`src/hw/irq_vec_pkg.sv`:
```
// Constants for the CPU interrupt flag and vector table block.
// Assumes a single 20 MHz CPU clock and a plain strobe register port.
`default_nettype none

package irq_vec_pkg;

    // Register port offsets (byte addresses)
    localparam logic [7:0] OFF_PENDING = 8'h00;
    localparam logic [7:0] OFF_ENABLE = 8'h04;
    localparam logic [7:0] OFF_EVT_STATUS = 8'h08;
    localparam logic [7:0] OFF_EVT_MASK = 8'h0c;

    // Reset values
    localparam logic [31:0] PENDING_RESET = 32'h0000_0000;
    localparam logic [31:0] ENABLE_RESET = 32'h0000_0000;
    localparam logic [2:0] EVT_RESET = 3'h0;

    // Pending register field positions
    localparam int unsigned BIT_EXT0 = 0;
    localparam int unsigned BIT_TX0 = 4;
    localparam int unsigned BIT_RX0 = 5;
    localparam int unsigned BIT_TIMER0 = 8;
    localparam int unsigned BIT_TIMER1 = 9;
    localparam int unsigned BIT_DMA0 = 10;
    localparam int unsigned BIT_DMA1 = 11;
    localparam int unsigned PTR_LSB = 16;
    localparam int unsigned PTR_W = 16;
    localparam int unsigned BASE_SHIFT = 8;

    // Flag bits, storable bits (flags, spare 15:12, pointer); 7:6 read zero
    localparam logic [31:0] SOURCE_MASK = 32'h0000_0f3f;
    localparam logic [31:0] STORE_MASK = 32'hffff_ff3f;

    // Vector table layout
    localparam int unsigned VADDR_W = 24;
    localparam logic [23:0] RESET_VECTOR = 24'h00_0000;
    localparam logic [7:0] IRQ_OFF_STEP = 8'h01;
    localparam logic [7:0] TRAP_OFF = 8'h20;

    // Event status bits
    localparam int unsigned EVT_W = 3;
    localparam int unsigned EVT_SET = 0;
    localparam int unsigned EVT_LOST = 1;
    localparam int unsigned EVT_DISPATCH = 2;

    // Vector fetch sequencer
    typedef enum logic [2:0] {
        ST_RESET_FETCH = 3'b001,
        ST_IDLE = 3'b010,
        ST_FETCH = 3'b100
    } vfetch_state_t;

endpackage : irq_vec_pkg

`default_nettype wire

```
`src/hw/irq_flags_vectors.sv`:
```
// Pending interrupt flags, enable mask and relocatable vector table fetch.
// Assumes event inputs are one-cycle pulses on ref_clk, external pins are
// asynchronous, and the vector memory answers a read with a valid strobe.
//
// Notes on behaviour
// - Pending flags held in one 32-bit register
// - Source event sets its pending flag
// - Software writing one sets and requests interrupt
// - Software writing zero clears the flag
// - Reset loads pending register with zero
// - Register load beats simultaneous hardware set
// - Separate flags for every listed source
// - Read-zero reserved bits always read zero
// - Storable reserved bits reset zero, keep writes
// - Reset vector fixed at address zero
// - Table base is pointer shifted left eight
// - Vector location is base plus offset
// - Table base low eight bits zero
// - Fetched vector word becomes handler address
// - Interrupt offsets one to twelve as listed
// - Traps at offsets 20h to 3Fh
// - Enable bit zero masks the interrupt
`default_nettype none

module irq_flags_vectors
    import irq_vec_pkg::*;
#(
    parameter int unsigned RADDR_W = 8,
    parameter int unsigned EXT_N = 4
) (
    input wire logic ref_clk, // CPU clock, 20 MHz
    input wire logic rst, // Synchronous reset, active high
    input wire logic [RADDR_W-1:0] reg_addr, // Register byte address
    input wire logic [31:0] reg_wdata, // Write data
    input wire logic reg_wr, // Write strobe
    input wire logic reg_rd, // Read strobe
    output logic [31:0] reg_rdata, // Read data, cycle after strobe
    input wire logic [EXT_N-1:0] ext_irq_pin, // Asynchronous external requests
    input wire logic serial0_tx_evt, // Serial 0 transmit pulse
    input wire logic serial0_rx_evt, // Serial 0 receive pulse
    input wire logic timer0_evt, // Timer 0 pulse
    input wire logic timer1_evt, // Timer 1 pulse
    input wire logic dma0_evt, // DMA channel 0 pulse
    input wire logic dma1_evt, // DMA channel 1 pulse
    input wire logic cpu_int_accept, // Core can take an interrupt now
    input wire logic trap_req, // Trap instruction pulse
    input wire logic [4:0] trap_num, // Trap number
    input wire logic [31:0] vec_data, // Word read from vector memory
    input wire logic vec_data_valid, // Vector word valid pulse
    output logic cpu_irq_req, // Enabled flag pending
    output logic vec_rd, // Vector read pulse
    output logic [VADDR_W-1:0] vec_addr, // Vector location
    output logic handler_valid, // Handler address valid pulse
    output logic [VADDR_W-1:0] handler_addr, // Start of handler routine
    output logic irq_out // Block event interrupt, level
);

    // Lowest set flag index; flag order matches vector offset order
    function automatic logic [4:0] lowest_set(input logic [31:0] v);
        logic [4:0] idx;
        idx = 5'h00;
        for (int i = 31; i >= 0; i--) begin
            if (v[i]) begin
                idx = i[4:0];
            end
        end
        return idx;
    endfunction : lowest_set

    // Table base from the pointer field
    function automatic logic [VADDR_W-1:0] table_base(input logic [31:0] flags);
        logic [PTR_W-1:0] ptr;
        ptr = flags[PTR_LSB +: PTR_W];
        return {ptr, 8'h00};
    endfunction : table_base

    logic [31:0] pending_irq_flags_q;
    logic [31:0] pending_irq_flags_d;
    logic [31:0] irq_enable_mask_q;
    logic [EVT_W-1:0] evt_status_q;
    logic [EVT_W-1:0] evt_status_d;
    logic [EVT_W-1:0] evt_mask_q;
    logic [EXT_N-1:0] ext_s1_q;
    logic [EXT_N-1:0] ext_s2_q;
    logic [EXT_N-1:0] ext_s3_q;
    logic [EXT_N-1:0] ext_lvl_q;
    logic [EXT_N-1:0] ext_rise;
    logic [31:0] hw_set;
    logic [31:0] pend_en;
    logic [31:0] take_clear;
    logic [4:0] pick;
    logic [VADDR_W-1:0] vector_table_base;
    logic [7:0] irq_off;
    logic [7:0] trap_off;
    logic pend_wr;
    logic take_trap;
    logic take_irq;
    logic [EVT_W-1:0] evt_in;
    vfetch_state_t state_q;

    // Pin synchroniser; a level counts when stages two and three agree
    always_ff @(posedge ref_clk) begin
        if (rst) begin
            ext_s1_q <= '0;
            ext_s2_q <= '0;
            ext_s3_q <= '0;
            ext_lvl_q <= '0;
        end else begin
            ext_s1_q <= ext_irq_pin;
            ext_s2_q <= ext_s1_q;
            ext_s3_q <= ext_s2_q;
            ext_lvl_q <= (ext_s2_q & ext_s3_q) | (ext_lvl_q & (ext_s2_q ^ ext_s3_q));
        end
    end

    assign ext_rise = ext_s2_q & ext_s3_q & ~ext_lvl_q;

    always_comb begin
        hw_set = 32'h0000_0000;
        hw_set[BIT_EXT0 +: EXT_N] = ext_rise;
        hw_set[BIT_TX0] = serial0_tx_evt;
        hw_set[BIT_RX0] = serial0_rx_evt;
        hw_set[BIT_TIMER0] = timer0_evt;
        hw_set[BIT_TIMER1] = timer1_evt;
        hw_set[BIT_DMA0] = dma0_evt;
        hw_set[BIT_DMA1] = dma1_evt;
    end

    // Dispatch decisions and vector arithmetic
    assign pend_wr = reg_wr && (reg_addr == OFF_PENDING[RADDR_W-1:0]);
    assign pend_en = pending_irq_flags_q & irq_enable_mask_q & SOURCE_MASK;
    assign pick = lowest_set(pend_en);
    assign take_trap = (state_q == ST_IDLE) && trap_req;
    assign take_irq = (state_q == ST_IDLE) && !trap_req && cpu_int_accept && (pend_en != 32'h0);
    assign vector_table_base = table_base(pending_irq_flags_q);
    assign irq_off = {3'h0, pick} + IRQ_OFF_STEP;
    assign trap_off = TRAP_OFF + {3'h0, trap_num};

    always_comb begin
        take_clear = 32'h0000_0000;
        if (take_irq) begin
            take_clear[pick] = 1'b1;
        end
    end

    // Pending flags: load first, else hardware sets beat the service clear
    always_comb begin
        if (pend_wr) begin
            pending_irq_flags_d = reg_wdata & STORE_MASK;
        end else begin
            pending_irq_flags_d = (pending_irq_flags_q & ~take_clear) | hw_set;
        end
    end

    always_ff @(posedge ref_clk) begin
        if (rst) begin
            pending_irq_flags_q <= PENDING_RESET;
        end else begin
            pending_irq_flags_q <= pending_irq_flags_d;
        end
    end

    // Enable and event mask registers
    always_ff @(posedge ref_clk) begin
        if (rst) begin
            irq_enable_mask_q <= ENABLE_RESET;
            evt_mask_q <= EVT_RESET;
        end else if (reg_wr) begin
            if (reg_addr == OFF_ENABLE[RADDR_W-1:0]) begin
                irq_enable_mask_q <= reg_wdata & SOURCE_MASK;
            end
            if (reg_addr == OFF_EVT_MASK[RADDR_W-1:0]) begin
                evt_mask_q <= reg_wdata[EVT_W-1:0];
            end
        end
    end

    // Sticky event status; a read clears, a new event in that cycle wins
    always_comb begin
        evt_in = '0;
        evt_in[EVT_SET] = (hw_set != 32'h0) && !pend_wr;
        evt_in[EVT_LOST] = (hw_set != 32'h0) && pend_wr;
        evt_in[EVT_DISPATCH] = take_irq || take_trap;
    end

    // Next status, so the interrupt output follows a clear without lag
    always_comb begin
        if (reg_rd && (reg_addr == OFF_EVT_STATUS[RADDR_W-1:0])) begin
            evt_status_d = evt_in;
        end else begin
            evt_status_d = evt_status_q | evt_in;
        end
    end

    // Sticky status register
    always_ff @(posedge ref_clk) begin
        if (rst) begin
            evt_status_q <= EVT_RESET;
        end else begin
            evt_status_q <= evt_status_d;
        end
    end

    // Register read data, zero for unmapped addresses
    always_ff @(posedge ref_clk) begin
        if (rst) begin
            reg_rdata <= 32'h0000_0000;
        end else if (reg_rd) begin
            case (reg_addr)
                OFF_PENDING[RADDR_W-1:0]: reg_rdata <= pending_irq_flags_q;
                OFF_ENABLE[RADDR_W-1:0]: reg_rdata <= irq_enable_mask_q;
                OFF_EVT_STATUS[RADDR_W-1:0]: reg_rdata <= {29'h0, evt_status_q};
                OFF_EVT_MASK[RADDR_W-1:0]: reg_rdata <= {29'h0, evt_mask_q};
                default: reg_rdata <= 32'h0000_0000;
            endcase
        end else begin
            reg_rdata <= 32'h0000_0000;
        end
    end

    // Request and block interrupt outputs
    always_ff @(posedge ref_clk) begin
        if (rst) begin
            cpu_irq_req <= 1'b0;
            irq_out <= 1'b0;
        end else begin
            cpu_irq_req <= (pending_irq_flags_d & irq_enable_mask_q & SOURCE_MASK) != 32'h0;
            irq_out <= (evt_status_d & evt_mask_q) != '0;
        end
    end

    // Vector fetch sequencer: reset vector first, then traps and interrupts
    always_ff @(posedge ref_clk) begin
        if (rst) begin
            state_q <= ST_RESET_FETCH;
            vec_rd <= 1'b0;
            vec_addr <= RESET_VECTOR;
            handler_valid <= 1'b0;
            handler_addr <= RESET_VECTOR;
        end else begin
            vec_rd <= 1'b0;
            handler_valid <= 1'b0;
            case (state_q)
                ST_RESET_FETCH: begin
                    vec_rd <= 1'b1;
                    vec_addr <= RESET_VECTOR;
                    state_q <= ST_FETCH;
                end
                ST_IDLE: begin
                    if (take_trap) begin
                        vec_rd <= 1'b1;
                        vec_addr <= vector_table_base + {16'h0000, trap_off};
                        state_q <= ST_FETCH;
                    end else if (take_irq) begin
                        vec_rd <= 1'b1;
                        vec_addr <= vector_table_base + {16'h0000, irq_off};
                        state_q <= ST_FETCH;
                    end
                end
                ST_FETCH: begin
                    if (vec_data_valid) begin
                        handler_valid <= 1'b1;
                        handler_addr <= vec_data[VADDR_W-1:0];
                        state_q <= ST_IDLE;
                    end
                end
                default: begin
                    state_q <= ST_IDLE;
                end
            endcase
        end
    end
endmodule : irq_flags_vectors

`default_nettype wire

```
`config.mk`:
```
export PLATFORM = sky130hd
export DESIGN_NAME = irq_flags_vectors
export DESIGN_NICKNAME = d
export VERILOG_FILES = /design/src/hw/irq_vec_pkg.sv /design/src/hw/irq_flags_vectors.sv
export SDC_FILE = /design/constraint.sdc
export NUM_CORES = 1
export LEC_CHECK = 0
export BUFFER_PORTS_ARGS = -buffer_cell sky130_fd_sc_hd__buf_2
export CORE_MARGIN = 8
export CORE_UTILIZATION = 51
export CTS_CLUSTER_SIZE = 14
export DETAILED_ROUTE_END_ITERATION = 10
export PLACE_DENSITY_LB_ADDON = 0.05
export RECOVER_POWER = 25
export SLEW_MARGIN = 10
export SYNTH_ARGS = -nofsm -noshare
export SYNTH_HDL_FRONTEND = slang
export SYNTH_SLANG_ARGS = --single-unit
```
`constraint.sdc`:
```
create_clock -name ref_clk -period 3.59 [get_ports ref_clk]
set_clock_uncertainty 0.1 [all_clocks]
set_input_delay 0.359 -clock ref_clk [delete_from_list [all_inputs] [get_ports ref_clk]]
set_output_delay 0.359 -clock ref_clk [all_outputs]
set_load 0.005 [all_outputs]
```
==> flow_summary.rst <==
.. list-table::
   :header-rows: 1

   * - Metric
     - Value
   * - Outcome
     - complete, but fails checks
   * - Violated checks
     - max-capacitance violations, max-slew violations
   * - Sequential area share after synthesis
     - between 50 and 60%
   * - Overall via count from detail_route
     - 5368
   * - Min cycle time layout
     - 3080 ps
   * - Share of flip-flops with an asynchronous set or reset
     - 0%
   * - Largest voltage drop on the vdd net
     - 0.000328 V
   * - Share of layout cells above drive strength 1
     - between 20% and 30%
   * - Routed via count divided by cell count
     - 5.35
   * - Placed Cells
     - 915
   * - CP startpoint kind
     - register
   * - Distinct cell type count after synthesis
     - 50
   * - Top delay family on crit path
     - compound AO/OA/AOI/OAI gates
   * - Final hold viol count
     - 0
   * - TritonCTS clock tree
     - done
   * - Share of the synthesized area in the top cell type
     - about 53%
   * - Final GP Congestion
     - approximately 0.9
   * - Count of warnings emitted by yosys
     - 0
   * - Destination of the critical timing path
     - cpu_irq_req$_SDFF_PP0_
   * - Count of cells along the worst register-to-register path
     - 11
   * - Non-filler cells, final
     - between 1k and 1.5k
   * - TritonRoute pass-1 iters
     - 6
   * - Number of enable flip-flop cells after synthesis
     - 0
   * - Setup slack, reg-to-reg
     - 510 ps
   * - Final layout net count
     - about 950
   * - CORE AREA
     - 10800 sq um
   * - Worst-path cell chain
     - nand2_1 -> a32o_1 -> a22o_1 -> a222oi_1 -> or2_2 -> ha_1 -> inv_1 -> nor4_1 -> o22ai_1 -> o21ai_0 -> a41oi_1
   * - Sequential cell area
     - 2980 sq um
   * - Root Buffer
     - sky130_fd_sc_hd__clkbuf_8
   * - Final-layout fill cell count
     - 901
   * - Number of endpoints failing setup at the final stage
     - 0
   * - Cell with the largest stage delay on the worst path
     - sky130_fd_sc_hd__dfxtp_1
   * - Top-level port count
     - 178
   * - Cell type contributing the most total cell area after synthesis
     - sky130_fd_sc_hd__dfxtp_1
   * - Antenna viol nets, final
     - 0
   * - Worst slack on hold paths
     - 16.4 ps
   * - Maximum buffer depth of the clock tree
     - 2
   * - Maximum fanout along the worst path
     - 6
   * - Floorplan die height
     - roughly 120 um
   * - Total power of the final layout
     - between 3000 and 4000 uW
   * - First-pass GRT wire length
     - 26000 um
   * - Tightest Pin Transition
     - roughly 1900 ps
   * - DRC
     - 0
   * - Type of element capturing the critical path
     - register
   * - Highest attainable clock frequency
     - 0.324 GHz
   * - Starting density of the core
     - between 50 and 60%
   * - Setup total negative slack
     - 0 ps
   * - Ranking of synthesized cells by area
     - sky130_fd_sc_hd__dfxtp_1, sky130_fd_sc_hd__nand2_1, sky130_fd_sc_hd__a21oi_1, sky130_fd_sc_hd__a32o_1, sky130_fd_sc_hd__and2_1
   * - Number of port buffers
     - 165
   * - Total clock buffers created by CTS
     - 17
   * - Syn_area_per_cell
     - 8.83 sq um
   * - Total track usage
     - between 20% and 30%
   * - Initial antenna violation count
     - 0
   * - Number of cells on the critical path
     - 11
   * - Type of the worst min-delay path
     - primary input to register
   * - Setup repair after global routing missed its margin
     - no
   * - Clock input transition at the sequential cells of the worst setup and hold paths
     - 60 ps
   * - Mapped cell area
     - 5680 sq um
   * - Most frequent standard cell in the layout excluding fill and tap cells
     - sky130_fd_sc_hd__dfxtp_1
   * - Clock latency of the later-clocked register in the worst-skew pair
     - approximately 530 ps
   * - Via count of the first global-routing pass
     - around 5.4k
   * - Yosys reg bits
     - ~150
   * - Area growth, synth to finish
     - 35.0%
   * - Crit path largest cell delay
     - ~430 ps
   * - Number of buffers and inverters on the critical path
     - 1
   * - Most frequently used flop master after synthesis
     - sky130_fd_sc_hd__dfxtp_1
   * - Detailed placer's ending HPWL
     - approximately 11000 um
   * - # clock sinks
     - 149
   * - Number of rows in the core area
     - 38
   * - Max-cap violations
     - 1
   * - CP Launch Point
     - irq_enable_mask_q[10]$_SDFFE_PP0P_
   * - Kind of critical path
     - register to register
   * - GRT overflow
     - 0
   * - Die Area
     - 14800 sq um
   * - Cells after Synth
     - 643
   * - Power density over the cells
     - between 400 and 500 nW/um^2
   * - Leakage power of the design
     - 0.00317 uW
   * - Die Width
     - 122 um
   * - Largest net degree at the start of global routing
     - 90
   * - Post-CTS repair timing setup buffer count
     - 0
   * - Layout Utilization
     - 70.7%
   * - Share of the clock period used by the worst path
     - 85.9%
   * - Detailed Route WL
     - 16300 um
   * - Required time of the critical path
     - 3790 ps
   * - Critical R2R Capture
     - cpu_irq_req$_SDFF_PP0_
   * - Count of routing violations after the opening detailed-route iteration
     - 377
   * - Max-slew violation total from the final report
     - 90
   * - Routed len/inst
     - 16.3 um
   * - Headroom to the max-slew limit
     - -25.4%
   * - Highest-count cells in the layout ignoring fill and taps
     - sky130_fd_sc_hd__dfxtp_1, sky130_fd_sc_hd__buf_2, sky130_fd_sc_hd__nand2_1
   * - Data arrival time of the critical path
     - 3280 ps
   * - Area taken by multi-input logic gates
     - 2480 sq um
   * - R2R Path Start
     - irq_enable_mask_q[10]$_SDFFE_PP0P_
   * - Number of H-tree levels
     - 4
==> area by class of cell <==
type	instances	area share, %
diodes	1	0.0327
multi-input cells	443	32.3
flip-flops and latches	149	38.9
clock buffers	19	5.63
inverters	11	0.539
well taps	140	2.29
repair buffers	227	18.2
clock inverters	13	2.04
==> power by group <==
| group | total (uW) | internal [uW] | switching [uW] | leakage [uW] |
|---|---|---|---|---|
| combinational | 209 | 106 | 103 | 0.00168 |
| clock | 1740 | 1070 | 668 | 0.000288 |
| sequential | 1690 | 1680 | 16.6 | 0.00121 |
| total | 3640 | 2860 | 787 | 0.00317 |
==> flip-flops by register name (all words and copies together) (netlist names), 4 cells and up <==
register	count
pending_irq_flags_q	32
reg_rdata	32
handler_addr	24
vec_addr	22
irq_enable_mask_q	10
ext_lvl_q	4
ext_s1_q	4
ext_s2_q	4
ext_s3_q	4
==> cell usage after synthesis, types with 12 or more instances <==
cell                       instances
sky130_fd_sc_hd__dfxtp_1         149
sky130_fd_sc_hd__nand2_1         136
sky130_fd_sc_hd__a21oi_1          66
sky130_fd_sc_hd__nor2_1           38
sky130_fd_sc_hd__clkbuf_1         34
sky130_fd_sc_hd__and2_1           27
sky130_fd_sc_hd__a32o_1           19
sky130_fd_sc_hd__nor2b_1          19
sky130_fd_sc_hd__nand3_1          17
sky130_fd_sc_hd__o21ai_0          13
sky130_fd_sc_hd__a22oi_1          12
==> per-stage QoR <==
stage / cell area (sq um) / setup WS [ps]
after floorplan: 5680 / 1070
after detailed placement: 6570 / 601
final: 7660 / 507
after global placement: 6570 / 651
after global routing: 7660 / 242
after CTS: 7710 / 587
==> per-layer routing <==
layer,up-vias,GRT usage [%],routed length [um]
met1,2488,25.4,6850
met3,28,8.38,1470
met2,214,36.2,7750
met4,0,8.79,269
met5,-,0,0
li1,2638,-,-
==> cell families (layout without fill, tap and decap cells) <==
kind of cell / Yosys count / in the layout / share of synthesized area [%]
buffers and inverters: 52 / 270 / 3.70
xor gates and xnor gates: 1 / 1 / 0.154
DFF: 149 / 149 / 52.5
muxes: 14 / 14 / 2.73
adders and majority gates: 8 / 8 / 1.76
and+or+nand+nor: 273 / 273 / 22.2
other: 1 / 3 / 0.0661
AOI/OAI and AO/OA: 145 / 145 / 16.9
==> tightest hold or removal path, delay by kind of cell <==
kind	cells	cell delay (ps)
buf+inv	1	120
compound gates	1	50
simple gates	1	60
==> repair_timing <==
action / in CTS / in global routing
gates resized for setup: 0 / 0
setup endpoints to repair: 0 / 0
hold buffers: 55 / 0
endpoints found under the hold margin: 55 / 0
==> worst min-delay path by stage <==
stage / startpoint / end / cells after the start / slack (ps)
after floorplan: pending_irq_flags_q[6]$_SDFF_PP0_ / pending_irq_flags_q[6]$_SDFF_PP0_ / 2 / 310
after global placement: ext_s1_q[2]$_SDFF_PP0_ / ext_s2_q[2]$_SDFF_PP0_ / 1 / 320
after detailed placement: pending_irq_flags_q[6]$_SDFF_PP0_ / pending_irq_flags_q[6]$_SDFF_PP0_ / 2 / 320
after CTS: reg_wdata[3] / irq_enable_mask_q[3]$_SDFFE_PP0P_ / 3 / 0.6
after global routing: reg_wdata[2] / irq_enable_mask_q[2]$_SDFFE_PP0P_ / 3 / 10
final: reg_wdata[3] / irq_enable_mask_q[3]$_SDFFE_PP0P_ / 3 / 20
Note: power is estimated with default switching activity, not from simulation.
